===== config.mk =====
export PLATFORM = sky130hd
export DESIGN_NAME = quad_timer
export DESIGN_NICKNAME = d
export VERILOG_FILES = /design/src/rtl/quad_timer_pkg.sv /design/src/rtl/quad_timer.sv
export SDC_FILE = /design/constraint.sdc
export NUM_CORES = 1
export LEC_CHECK = 0
export ABC_AREA = 1
export BUFFER_PORTS_ARGS = -buffer_cell sky130_fd_sc_hd__buf_2
export CORE_ASPECT_RATIO = 0.7
export CORE_UTILIZATION = 40
export DETAILED_ROUTE_END_ITERATION = 7
export PLACE_DENSITY_LB_ADDON = 0.05
export SKIP_CTS_REPAIR_TIMING = 1
export SLEW_MARGIN = 20
export SYNTH_ARGS = -nofsm -noshare
export SYNTH_HDL_FRONTEND = slang
export SYNTH_SLANG_ARGS = --single-unit

===== constraint.sdc =====
create_clock -name mclk_in -period 5.91 [get_ports mclk_in]
set_input_delay 1.4775 -clock mclk_in [delete_from_list [all_inputs] [get_ports mclk_in]]
set_output_delay 1.4775 -clock mclk_in [all_outputs]
set_load 0.01 [all_outputs]

===== src/rtl/quad_timer_pkg.sv =====
// constants for the four channel counter/timer
package quad_timer_pkg;
	// ------------------------------
	// control word fields
	// ------------------------------
	localparam int CW_IS_CONTROL = 0;
	localparam int CW_SOFT_RESET = 1;
	localparam int CW_CONST_FOLLOWS = 2;
	localparam int CW_EXT_TRIGGER = 3;
	localparam int CW_RISING_EDGE = 4;
	localparam int CW_PRESCALE_256 = 5;
	localparam int CW_COUNTER_MODE = 6;
	localparam int CW_INT_ENABLE = 7;
	// ------------------------------
	// sizes and codes
	// ------------------------------
	localparam int CHANNELS = 4;
	localparam int PIN_CHANNELS = 3;
	localparam logic [7:0] CTRL_RESET = 8'h00;
	localparam logic [7:0] OPCODE_PREFIX = 8'hed;
	localparam logic [7:0] OPCODE_RETURN = 8'h4d;
	localparam logic [7:0] PRESCALE_16_LAST = 8'h0f;
	localparam logic [7:0] PRESCALE_256_LAST = 8'hff;
	localparam logic [7:0] VECTOR_KEEP_MASK = 8'hf8;
	localparam int VEC_CH_LSB = 1;
endpackage : quad_timer_pkg


===== src/rtl/quad_timer.sv =====
// four channel down-counting counter/timer with daisy-chain interrupt
//
// The plain strobed port and the address map are this design's own decisions.
`timescale 1ns/1ns
module quad_timer (
	// clock and reset
	input wire logic mclk_in,
	input wire logic rst_n_in,
	// register port
	input wire logic [1:0] channel_select_in,
	input wire logic [7:0] wdata_in,
	input wire logic write_in,
	input wire logic read_in,
	output logic [7:0] rdata_out,
	// channel pins
	input wire logic [3:0] edge_input_in,
	output logic [2:0] zero_count_pulse_out,
	// interrupt chain
	input wire logic opcode_fetch_n_in,
	input wire logic io_request_n_in,
	input wire logic [7:0] fetch_data_in,
	input wire logic chain_priority_in,
	output logic chain_priority_out,
	output logic int_request_n_out,
	output logic [7:0] vector_out,
	output logic vector_valid_out
);
	// ------------------------------
	// per channel and shared state
	// ------------------------------
	logic [7:0] ctrl [quad_timer_pkg::CHANNELS];
	logic [7:0] tconst [quad_timer_pkg::CHANNELS];
	logic [7:0] count [quad_timer_pkg::CHANNELS];
	logic [7:0] prescale [quad_timer_pkg::CHANNELS];
	logic [3:0] const_pending;
	logic [3:0] running;
	logic [3:0] armed;
	logic [3:0] edge_prev;
	logic [3:0] zero_hit;
	logic [3:0] pending;
	logic [3:0] in_service;
	logic [7:0] vector_base;
	logic prefix_seen;
	logic fetch_prev;
	logic [3:0] trig_edge;
	logic [3:0] tick;
	logic ack;
	logic fetch_start;
	logic [3:0] next_service;
	logic [1:0] winner;
	logic win_found;
	logic write_const;
	logic write_ctrl;
	logic write_vector;

	// true when the word is a control word
	function automatic logic is_control(input logic [7:0] w);
		is_control = w[quad_timer_pkg::CW_IS_CONTROL];
	endfunction : is_control

	// true when the channel counts prescaler ticks
	function automatic logic is_timer(input logic [7:0] c);
		is_timer = !c[quad_timer_pkg::CW_COUNTER_MODE];
	endfunction : is_timer

	// true when a timer waits for its trigger edge
	function automatic logic waits_trigger(input logic [7:0] c);
		waits_trigger = is_timer(c) && c[quad_timer_pkg::CW_EXT_TRIGGER];
	endfunction : waits_trigger

	// ------------------------------
	// edge detection and prescaler ticks
	// ------------------------------
	always_comb begin
		for (int i = 0; i < quad_timer_pkg::CHANNELS; i++) begin
			// selected slope, one cycle of the clock per edge
			trig_edge[i] = ctrl[i][quad_timer_pkg::CW_RISING_EDGE] ?
				(edge_input_in[i] & ~edge_prev[i]) : (~edge_input_in[i] & edge_prev[i]);
			// prescaler terminal value by bit 5
			if (ctrl[i][quad_timer_pkg::CW_COUNTER_MODE]) begin
				tick[i] = trig_edge[i];
			end else if (ctrl[i][quad_timer_pkg::CW_PRESCALE_256]) begin
				tick[i] = prescale[i] == quad_timer_pkg::PRESCALE_256_LAST;
			end else begin
				tick[i] = prescale[i] == quad_timer_pkg::PRESCALE_16_LAST;
			end
		end
	end

	always_ff @(posedge mclk_in) begin
		if (!rst_n_in) begin
			edge_prev <= edge_input_in;
		end else begin
			edge_prev <= edge_input_in;
		end
	end

	// ------------------------------
	// write decoding
	// ------------------------------
	// one channel per write, chosen by select code
	assign write_const = write_in && const_pending[channel_select_in];
	assign write_ctrl = write_in && !const_pending[channel_select_in] && is_control(wdata_in);
	assign write_vector = write_in && !const_pending[channel_select_in] && !is_control(wdata_in)
		&& channel_select_in == 2'b00;

	// ------------------------------
	// programming
	// ------------------------------
	always_ff @(posedge mclk_in) begin
		if (!rst_n_in) begin
			vector_base <= 8'h00;
		end else if (write_vector) begin
			// keep only the upper vector bits
			vector_base <= wdata_in & quad_timer_pkg::VECTOR_KEEP_MASK;
		end
	end

	always_ff @(posedge mclk_in) begin
		if (!rst_n_in) begin
			const_pending <= 4'h0;
			for (int i = 0; i < quad_timer_pkg::CHANNELS; i++) begin
				ctrl[i] <= quad_timer_pkg::CTRL_RESET;
			end
		end else if (write_const) begin
			const_pending[channel_select_in] <= 1'b0;
		end else if (write_ctrl) begin
			ctrl[channel_select_in] <= wdata_in;
			const_pending[channel_select_in] <= wdata_in[quad_timer_pkg::CW_CONST_FOLLOWS];
		end
	end

	always_ff @(posedge mclk_in) begin
		if (!rst_n_in) begin
			for (int i = 0; i < quad_timer_pkg::CHANNELS; i++) begin
				tconst[i] <= 8'h00;
			end
		end else if (write_const) begin
			tconst[channel_select_in] <= wdata_in;
		end
	end

	// ------------------------------
	// start, trigger and software reset
	// ------------------------------
	always_ff @(posedge mclk_in) begin
		if (!rst_n_in) begin
			running <= 4'h0;
			armed <= 4'h0;
		end else begin
			for (int i = 0; i < quad_timer_pkg::CHANNELS; i++) begin
				if (armed[i] && trig_edge[i]) begin
					armed[i] <= 1'b0;
					running[i] <= 1'b1;
				end
			end
			if (write_const && !running[channel_select_in]) begin
				if (waits_trigger(ctrl[channel_select_in])) begin
					armed[channel_select_in] <= 1'b1;
				end else begin
					running[channel_select_in] <= 1'b1;
				end
			end else if (write_ctrl && wdata_in[quad_timer_pkg::CW_SOFT_RESET]) begin
				// software reset stops until new constant
				running[channel_select_in] <= 1'b0;
				armed[channel_select_in] <= 1'b0;
			end
		end
	end

	// ------------------------------
	// prescaler and down-counter
	// ------------------------------
	always_ff @(posedge mclk_in) begin
		if (!rst_n_in) begin
			for (int i = 0; i < quad_timer_pkg::CHANNELS; i++) begin
				prescale[i] <= 8'h00;
			end
		end else begin
			for (int i = 0; i < quad_timer_pkg::CHANNELS; i++) begin
				// free prescaler while the timer runs
				if (armed[i] && trig_edge[i]) begin
					prescale[i] <= 8'h00;
				end else if (running[i] && is_timer(ctrl[i])) begin
					prescale[i] <= tick[i] ? 8'h00 : prescale[i] + 8'h01;
				end
			end
			if (write_const && !running[channel_select_in]) begin
				prescale[channel_select_in] <= 8'h00;
			end
		end
	end

	always_ff @(posedge mclk_in) begin
		if (!rst_n_in) begin
			zero_hit <= 4'h0;
			for (int i = 0; i < quad_timer_pkg::CHANNELS; i++) begin
				count[i] <= 8'h00;
			end
		end else begin
			zero_hit <= 4'h0;
			for (int i = 0; i < quad_timer_pkg::CHANNELS; i++) begin
				if (running[i] && tick[i]) begin
					// zero stored counts as 256 by wrap of the 8-bit counter
					if (count[i] == 8'h01) begin
						count[i] <= tconst[i];
						zero_hit[i] <= 1'b1;
					end else begin
						count[i] <= count[i] - 8'h01;
					end
				end
			end
			if (write_const && !running[channel_select_in]) begin
				count[channel_select_in] <= wdata_in;
			end
		end
	end

	// ------------------------------
	// count readback
	// ------------------------------
	always_ff @(posedge mclk_in) begin
		if (!rst_n_in) begin
			rdata_out <= 8'h00;
		end else if (read_in) begin
			rdata_out <= count[channel_select_in];
		end else begin
			rdata_out <= 8'h00;
		end
	end

	// ------------------------------
	// zero count pins
	// ------------------------------
	always_ff @(posedge mclk_in) begin
		if (!rst_n_in) begin
			zero_count_pulse_out <= 3'h0;
		end else begin
			zero_count_pulse_out <= zero_hit[quad_timer_pkg::PIN_CHANNELS-1:0];
		end
	end

	// ------------------------------
	// interrupt chain
	// ------------------------------
	assign ack = !opcode_fetch_n_in && !io_request_n_in;
	assign fetch_start = !opcode_fetch_n_in && fetch_prev && io_request_n_in;

	always_comb begin
		winner = 2'b00;
		win_found = 1'b0;
		for (int i = quad_timer_pkg::CHANNELS - 1; i >= 0; i--) begin
			if (pending[i]) begin
				winner = 2'(i);
				win_found = 1'b1;
			end
		end
	end

	always_comb begin
		next_service = in_service;
		for (int i = 0; i < quad_timer_pkg::CHANNELS; i++) begin
			if (i == int'(winner) && win_found && ack && chain_priority_in && in_service == 4'h0) begin
				next_service[i] = 1'b1;
			end
		end
	end

	always_ff @(posedge mclk_in) begin
		if (!rst_n_in) begin
			pending <= 4'h0;
			in_service <= 4'h0;
			prefix_seen <= 1'b0;
			fetch_prev <= 1'b1;
			vector_out <= 8'h00;
			vector_valid_out <= 1'b0;
		end else begin
			fetch_prev <= opcode_fetch_n_in;
			for (int i = 0; i < quad_timer_pkg::CHANNELS; i++) begin
				// set wins over the acknowledge clear
				if (zero_hit[i] && ctrl[i][quad_timer_pkg::CW_INT_ENABLE]) begin
					pending[i] <= 1'b1;
				end else if (next_service[i] && !in_service[i]) begin
					pending[i] <= 1'b0;
				end
			end
			in_service <= next_service;
			vector_valid_out <= 1'b0;
			if (ack && chain_priority_in && win_found && in_service == 4'h0) begin
				vector_out <= vector_base | {5'h00, winner, 1'b0};
				vector_valid_out <= 1'b1;
			end
			if (fetch_start) begin
				if (prefix_seen && fetch_data_in == quad_timer_pkg::OPCODE_RETURN && chain_priority_in) begin
					in_service <= 4'h0;
				end
				prefix_seen <= fetch_data_in == quad_timer_pkg::OPCODE_PREFIX;
			end
		end
	end

	always_comb begin
		if (!chain_priority_in || in_service != 4'h0) begin
			chain_priority_out = 1'b0;
		end else if (pending != 4'h0) begin
			chain_priority_out = prefix_seen;
		end else begin
			chain_priority_out = 1'b1;
		end
	end

	assign int_request_n_out = !(pending != 4'h0 && chain_priority_in && in_service == 4'h0);
endmodule : quad_timer


==> out/qor.yml, run 1 <==
cpPeakStageDelay_ns: 0.19
critPathRequiredTime_ns: 4.43
finalCriticalPeriod_ns: 3.50
setup_viol: 0
synth_top_area_frac: 0.292
r2r_slack_ns: 3.67
cp_data_arrival_time_ns: 2.02
grt_pass1_vias: 6701
ys_seq_area_frac: 0.492
dr.pass1.iters: 5
vias: 7326
ir_drop_mv: 0.199
place_ws_ns: 2.08
grt_pass1_wl_um: 38600
via_per_inst: 5.05
layout_commonest_cell: "nand2_1"
root_buffer: "clkbuf_16"
drc: 0
cts_buffer_depth: 2
p_sw_uw: 648
die_w_um: 178
cp_max_fo: 3
grt_max_degree: 40
finClkSkew_ns: 0.0142
core_um2: 20900
drv_slew: 0
p_per_area_nw_per_um2: 260
io_buffers: 49
totalPowerFinal_mw: 2.51
fin_tns_setup_ns: 0
yosys_warnings: 0
layout-drive-gt1-share: 0.0928
path_class: "in2out"
clkSinkCount: 170
synth_top_area_cell: "edfxtp_1"
worst_slew_pin_slew_ns: 0.992
fmax_mhz: 286
slew_headroom: 0.332
ys_ff_latch: 170
p_seq_frac: 0.513
p_comb_frac: 0.068
area_growth_pct: 11.9
cp-start-kind: "input port"
synthCells: 1114
dpl.hpwl_um: 18100
cellInternalPower_mw: 1.86
clockPowerShare: 0.419
gr-usage-all-layers: 0.236
rows: 44
synth_edf_count: 84
antenna_found_initial: 1
final_net_count: 1202
final_cell_mix: "nand2_1 (287), nor2_1 (163), inv_1 (142)"
multi_input_area_um2: 3690
dp_cells: 1418
setup_ws_ns: 2.41
end_kind: "output port"
htreeDepth: 4
ys.flop_type: "dfxtp_1"
drt_iter0_drc: 623
synth_area_leaders: "edfxtp_1 (29%), dfxtp_1 (20%), nand2_1 (12%), nor2_1 (7.1%), inv_1 (6.2%)"
clock_latency_ns: 0.44
dieArea_um2: 22200
routed_wl_um: 24900
cp_slowest_cell: "and3_1"
globalplace.congestion: 0.959
r2r_start: "running[0]$_SDFF_PN0_"
swShare: 0.258
postSynthAreaPerCell_um2: 7.74
cts_tree: "done"
wire_per_inst_um: 17.2
final_hold_viol_count: 0
whs_ns: 0.444
synth_async_sr_flop_share: 0
ff_latch_area_um2: 4240
boundaryPins: 51
syn_area_um2: 8620
synth_fp_nets: 1155
dieHeight_um: 125
critPathLaunch: "chain_priority_in"
rsz0062_at_grt: "false"
timing.rr.end: "count[1][7]$_DFFE_PP_"
start_util: 0.412
fillers: 2138
fin_crit_sh: 0.592
leakage_nw: 4.40
ant_nets: 0
cp_cell_sequence: "buf_2, and3_1, o21ai_0, inv_1, buf_2"
overflow: 0
timing.critical_path.mode_cell: "buf_2"
status: "finished clean"
numCtsBuffers: 17
yosysUniqueCellTypes: 40
worstRegToRegCells: 5
cts.clk_slew.worst_paths_ns: 0.07
stdcell_count: 1451
critPathCapture: "chain_priority_out"
hold_class: "reg2reg"
cap_violations: 0
area by class of cell:
class | instances | share of cell area
flip-flops and latches | 170 | 0.440
multi-input cells | 768 | 0.382
inverters | 152 | 0.0593
clock buffers | 20 | 0.0463
well taps | 276 | 0.0358
repair buffers | 52 | 0.0278
clock inverters | 12 | 0.00869
diodes | 1 | 0.000259
power by group through the flow:
stage	combinational (mW)	clock [mW]	sequential, mW
5_1_grt	0.189	1.11	1.29
3_3_place_gp	0.170	0	1.31
2_1_floorplan	0.102	0	1.31
6_report	0.171	1.05	1.29
4_1_cts	0.169	1.07	1.29
3_5_place_dp	0.168	0	1.31
sequential cells by signal, summed over array words and instances, names as in the netlist:
signal,cells
count,32
prescale,32
tconst,32
ctrl,20
rdata_out,8
vector_out,7
vector_base,5
armed,4
const_pending,4
edge_prev,4
in_service,4
pending,4
running,4
zero_hit,4
zero_count_pulse_out,3
fetch_prev,1
prefix_seen,1
vector_valid_out,1
worst max-delay path, delay by kind of cell:
kind	cells	cell delay, ns
AO/OA/AOI/OAI	1	0.07
buffers and inverters	3	0.28
AND/OR/NAND/NOR	1	0.19
logic make-up after synthesis:
family	synth area share
compound gates	0.0814
other cells	0.000435
xor+xnor	0.0366
flops	0.492
simple gates	0.292
buf+inv	0.0805
fa+ha+maj	0.0174
synthesized netlist by cell type (2+ instances only):
| master | count |
|---|---|
| a21oi_1 | 71 |
| a221oi_1 | 8 |
| a31oi_1 | 2 |
| buf_1 | 4 |
| buf_2 | 2 |
| buf_4 | 2 |
| buf_6 | 3 |
| clkbuf_1 | 13 |
| dfxtp_1 | 86 |
| edfxtp_1 | 84 |
| ha_1 | 12 |
| inv_1 | 142 |
| inv_2 | 9 |
| nand2_1 | 287 |
| nand2_2 | 6 |
| nand3_1 | 83 |
| nand3_2 | 3 |
| nand3b_1 | 4 |
| nand4_1 | 25 |
| nor2_1 | 163 |
| nor2_2 | 4 |
| nor3_1 | 9 |
| o2111ai_1 | 2 |
| o21ai_0 | 32 |
| o22ai_1 | 9 |
| xnor2_1 | 5 |
| xor2_1 | 31 |
layer usage:
layer	vias to the layer above	GRT usage	part of all wire
li1	3718	-	-
met1	3367	0.366	0.52
met2	210	0.322	0.40
met3	31	0.0491	0.061
met4	0	0.0689	0.017
met5	-	0	0
stage by stage:
| step | util | cell area [µm²] |
|---|---|---|
| final | 0.461 | 9650 |
| after global routing | 0.461 | 9650 |
| after CTS | 0.461 | 9650 |
| after detailed placement | 0.436 | 9110 |
| after global placement | 0.436 | 9110 |
| after floorplan | - | 8620 |
worst min-delay path by stage:
stage                            from                            endpoint  slack (ns)  cells after the start
2_1_floorplan  zero_hit[1]$_SDFF_PN0_  zero_count_pulse_out[1]$_SDFF_PN0_        0.41                      2
3_3_place_gp   zero_hit[2]$_SDFF_PN0_  zero_count_pulse_out[2]$_SDFF_PN0_        0.44                      2
3_5_place_dp   zero_hit[2]$_SDFF_PN0_  zero_count_pulse_out[2]$_SDFF_PN0_        0.43                      2
4_1_cts        zero_hit[2]$_SDFF_PN0_  zero_count_pulse_out[2]$_SDFF_PN0_        0.44                      2
5_1_grt        zero_hit[2]$_SDFF_PN0_  zero_count_pulse_out[2]$_SDFF_PN0_        0.46                      2
6_report       zero_hit[2]$_SDFF_PN0_  zero_count_pulse_out[2]$_SDFF_PN0_        0.44                      2
No activity file was read; power rests on OpenSTA's default activity.
==> run 2, diff against run 1 <==
==> constraint.sdc (replaced) <==
create_clock -name mclk_in -period 3.02 [get_ports mclk_in]
set_input_delay 0.755 -clock mclk_in [delete_from_list [all_inputs] [get_ports mclk_in]]
set_output_delay 0.755 -clock mclk_in [all_outputs]
set_load 0.01 [all_outputs]
==> run 2 against run 1 <==
Worst setup slack worse by 1.6 ns; hold slack lost 0.00084 ns; sequential power up 95%; utilization up 0.78 points; sequential cell count unchanged; critical endpoint unchanged; largest cell class unchanged; largest power group unchanged.
==> out/qor.yml, run 2 (synthesis results as in run 1) <==
cap_violations: 0  # unchanged
final_net_count: 1216  # +1.2%
rsz0062_at_grt: "false"
io_buffers: 49  # unchanged
slew_headroom: 0.443  # +0.111
vias: 7337  # +0.15%
ir_drop_mv: 0.407  # +100%
finClkSkew_ns: 0.0110  # -0.00329 ns
wire_per_inst_um: 16.9  # -1.7%
totalPowerFinal_mw: 5.12  # +100%
dieHeight_um: 125  # unchanged
ff_latch_area_um2: 4240  # unchanged
whs_ns: 0.444  # -0.000845 ns
rows: 44  # unchanged
clock_latency_ns: 0.44  # about the same
layout-drive-gt1-share: 0.102  # +0.00909
grt_pass1_vias: 6773  # +1.1%
status: "finished clean"
overflow: 0  # unchanged
dr.pass1.iters: 5  # unchanged
critPathRequiredTime_ns: 2.26  # -2.17 ns
root_buffer: "clkbuf_16"
fillers: 2132  # -0.28%
multi_input_area_um2: 3690  # unchanged
grt_max_degree: 33  # -18%
boundaryPins: 51  # unchanged
setup_ws_ns: 0.821  # -1.59 ns
cp-start-kind: "flip-flop"
dpl.hpwl_um: 18500  # +2.2%
leakage_nw: 4.49  # +2.0%
globalplace.congestion: 0.953  # -0.55%
core_um2: 20900  # unchanged
fmax_mhz: 455
htreeDepth: 4  # unchanged
finalCriticalPeriod_ns: 2.20
area_growth_pct: 13.8
p_per_area_nw_per_um2: 522  # +100%
end_kind: "output port"
gr-usage-all-layers: 0.235  # -0.000244
cp_data_arrival_time_ns: 1.44  # -0.58 ns
top_regs: "count (32), prescale (32), tconst (32)"
via_per_inst: 5.02  # -0.67%
setup_viol: 0  # unchanged
cts.clk_slew.worst_paths_ns: 0.07  # about the same
path_class: "reg2out"
ant_nets: 0  # unchanged
final_hold_viol_count: 0  # unchanged
place_ws_ns: 0.415  # -1.67 ns
hold_class: "in2reg"
antenna_found_initial: 0  # -1
layout_commonest_cell: "nand2_1"
numCtsBuffers: 17  # unchanged
fin_crit_sh: 0.728
drt_iter0_drc: 723  # +16%
clkSinkCount: 170  # unchanged
worst_slew_pin_slew_ns: 0.829  # -0.163 ns
drc: 0  # unchanged
routed_wl_um: 24700  # -0.93%
fin_tns_setup_ns: 0  # unchanged
cts_buffer_depth: 2  # unchanged
grt_pass1_wl_um: 38700  # +0.22%
cts_tree: "done"
cp_max_fo: 5  # +2
die_w_um: 178  # unchanged
dieArea_um2: 22200  # unchanged
start_util: 0.412  # unchanged
drv_slew: 0  # unchanged
final_cell_mix: "nand2_1 (287), nor2_1 (163), inv_1 (142)"
antenna_cells: 0  # -1
fin_util: 0.469  # +0.00784
-- run 2: changes by cell type in the layout (fill, tap and decap cells not counted), sizes merged --
cell,previous run,this run
clkbuf,20,21
buf,52,66
bufinv,0,3
clkinv,3,4
diode,1,0
inv,160,154
-- run 2: critical path, stage by stage, from the launching register on --
cell and delay, ns:
dfxtp_1 0.35, nor2_1 0.24, nand2_1 0.11, inv_1 0.07, o21ai_0 0.07, inv_1 0.05, buf_2 0.11
-- run 2: area by class of cell --
class,count,area share
Clock inverter,10,0.0144
Clock buffer,21,0.0459
Inverter,152,0.0583
Tap cell,276,0.0352
Sequential cell,170,0.433
Timing Repair Buffer,66,0.0380
Multi-Input combinational cell,768,0.376
-- run 2: per-layer routing --
layer	routed length, µm	GRT usage
met5	0	0
met4	386	0.0724
met3	1510	0.0354
met2	9780	0.317
met1	13000	0.377
-- run 2: worst paths after layout --
| check | from | end | slack [ns] | cells after the start |
|---|---|---|---|---|
| setup / recovery | pending[0]$_SDFFE_PN0P_ | chain_priority_out | 0.82 | 6 |
| hold / removal | edge_input_in[3] | edge_prev[3]$_DFF_P_ | 0.44 | 1 |
| setup reg to reg | prescale[1][0]$_SDFFE_PP0P_ | count[1][7]$_DFFE_PP_ | 0.84 | 9 |
| hold reg to reg | zero_hit[0]$_SDFF_PN0_ | zero_count_pulse_out[0]$_SDFF_PN0_ | 0.45 | 2 |
-- run 2: report_power, final --
part / total (mW) / switching (mW) / internal (mW)
Sequential: 2.52 / 0.0424 / 2.48
Combinational: 0.334 / 0.244 / 0.0907
Clock: 2.27 / 0.944 / 1.32
Total: 5.12 / 1.23 / 3.89
-- run 2: per-stage QoR --
| step | instance area [µm²] | cells |
|---|---|---|
| 3_5_place_dp | 9220 | 1432 |
| 4_1_cts | 9810 | 1463 |
| 5_1_grt | 9810 | 1463 |
| 3_3_place_gp | 9220 | 1432 |
| 6_report | 9810 | 1463 |
| 2_1_floorplan | 8620 | 1114 |
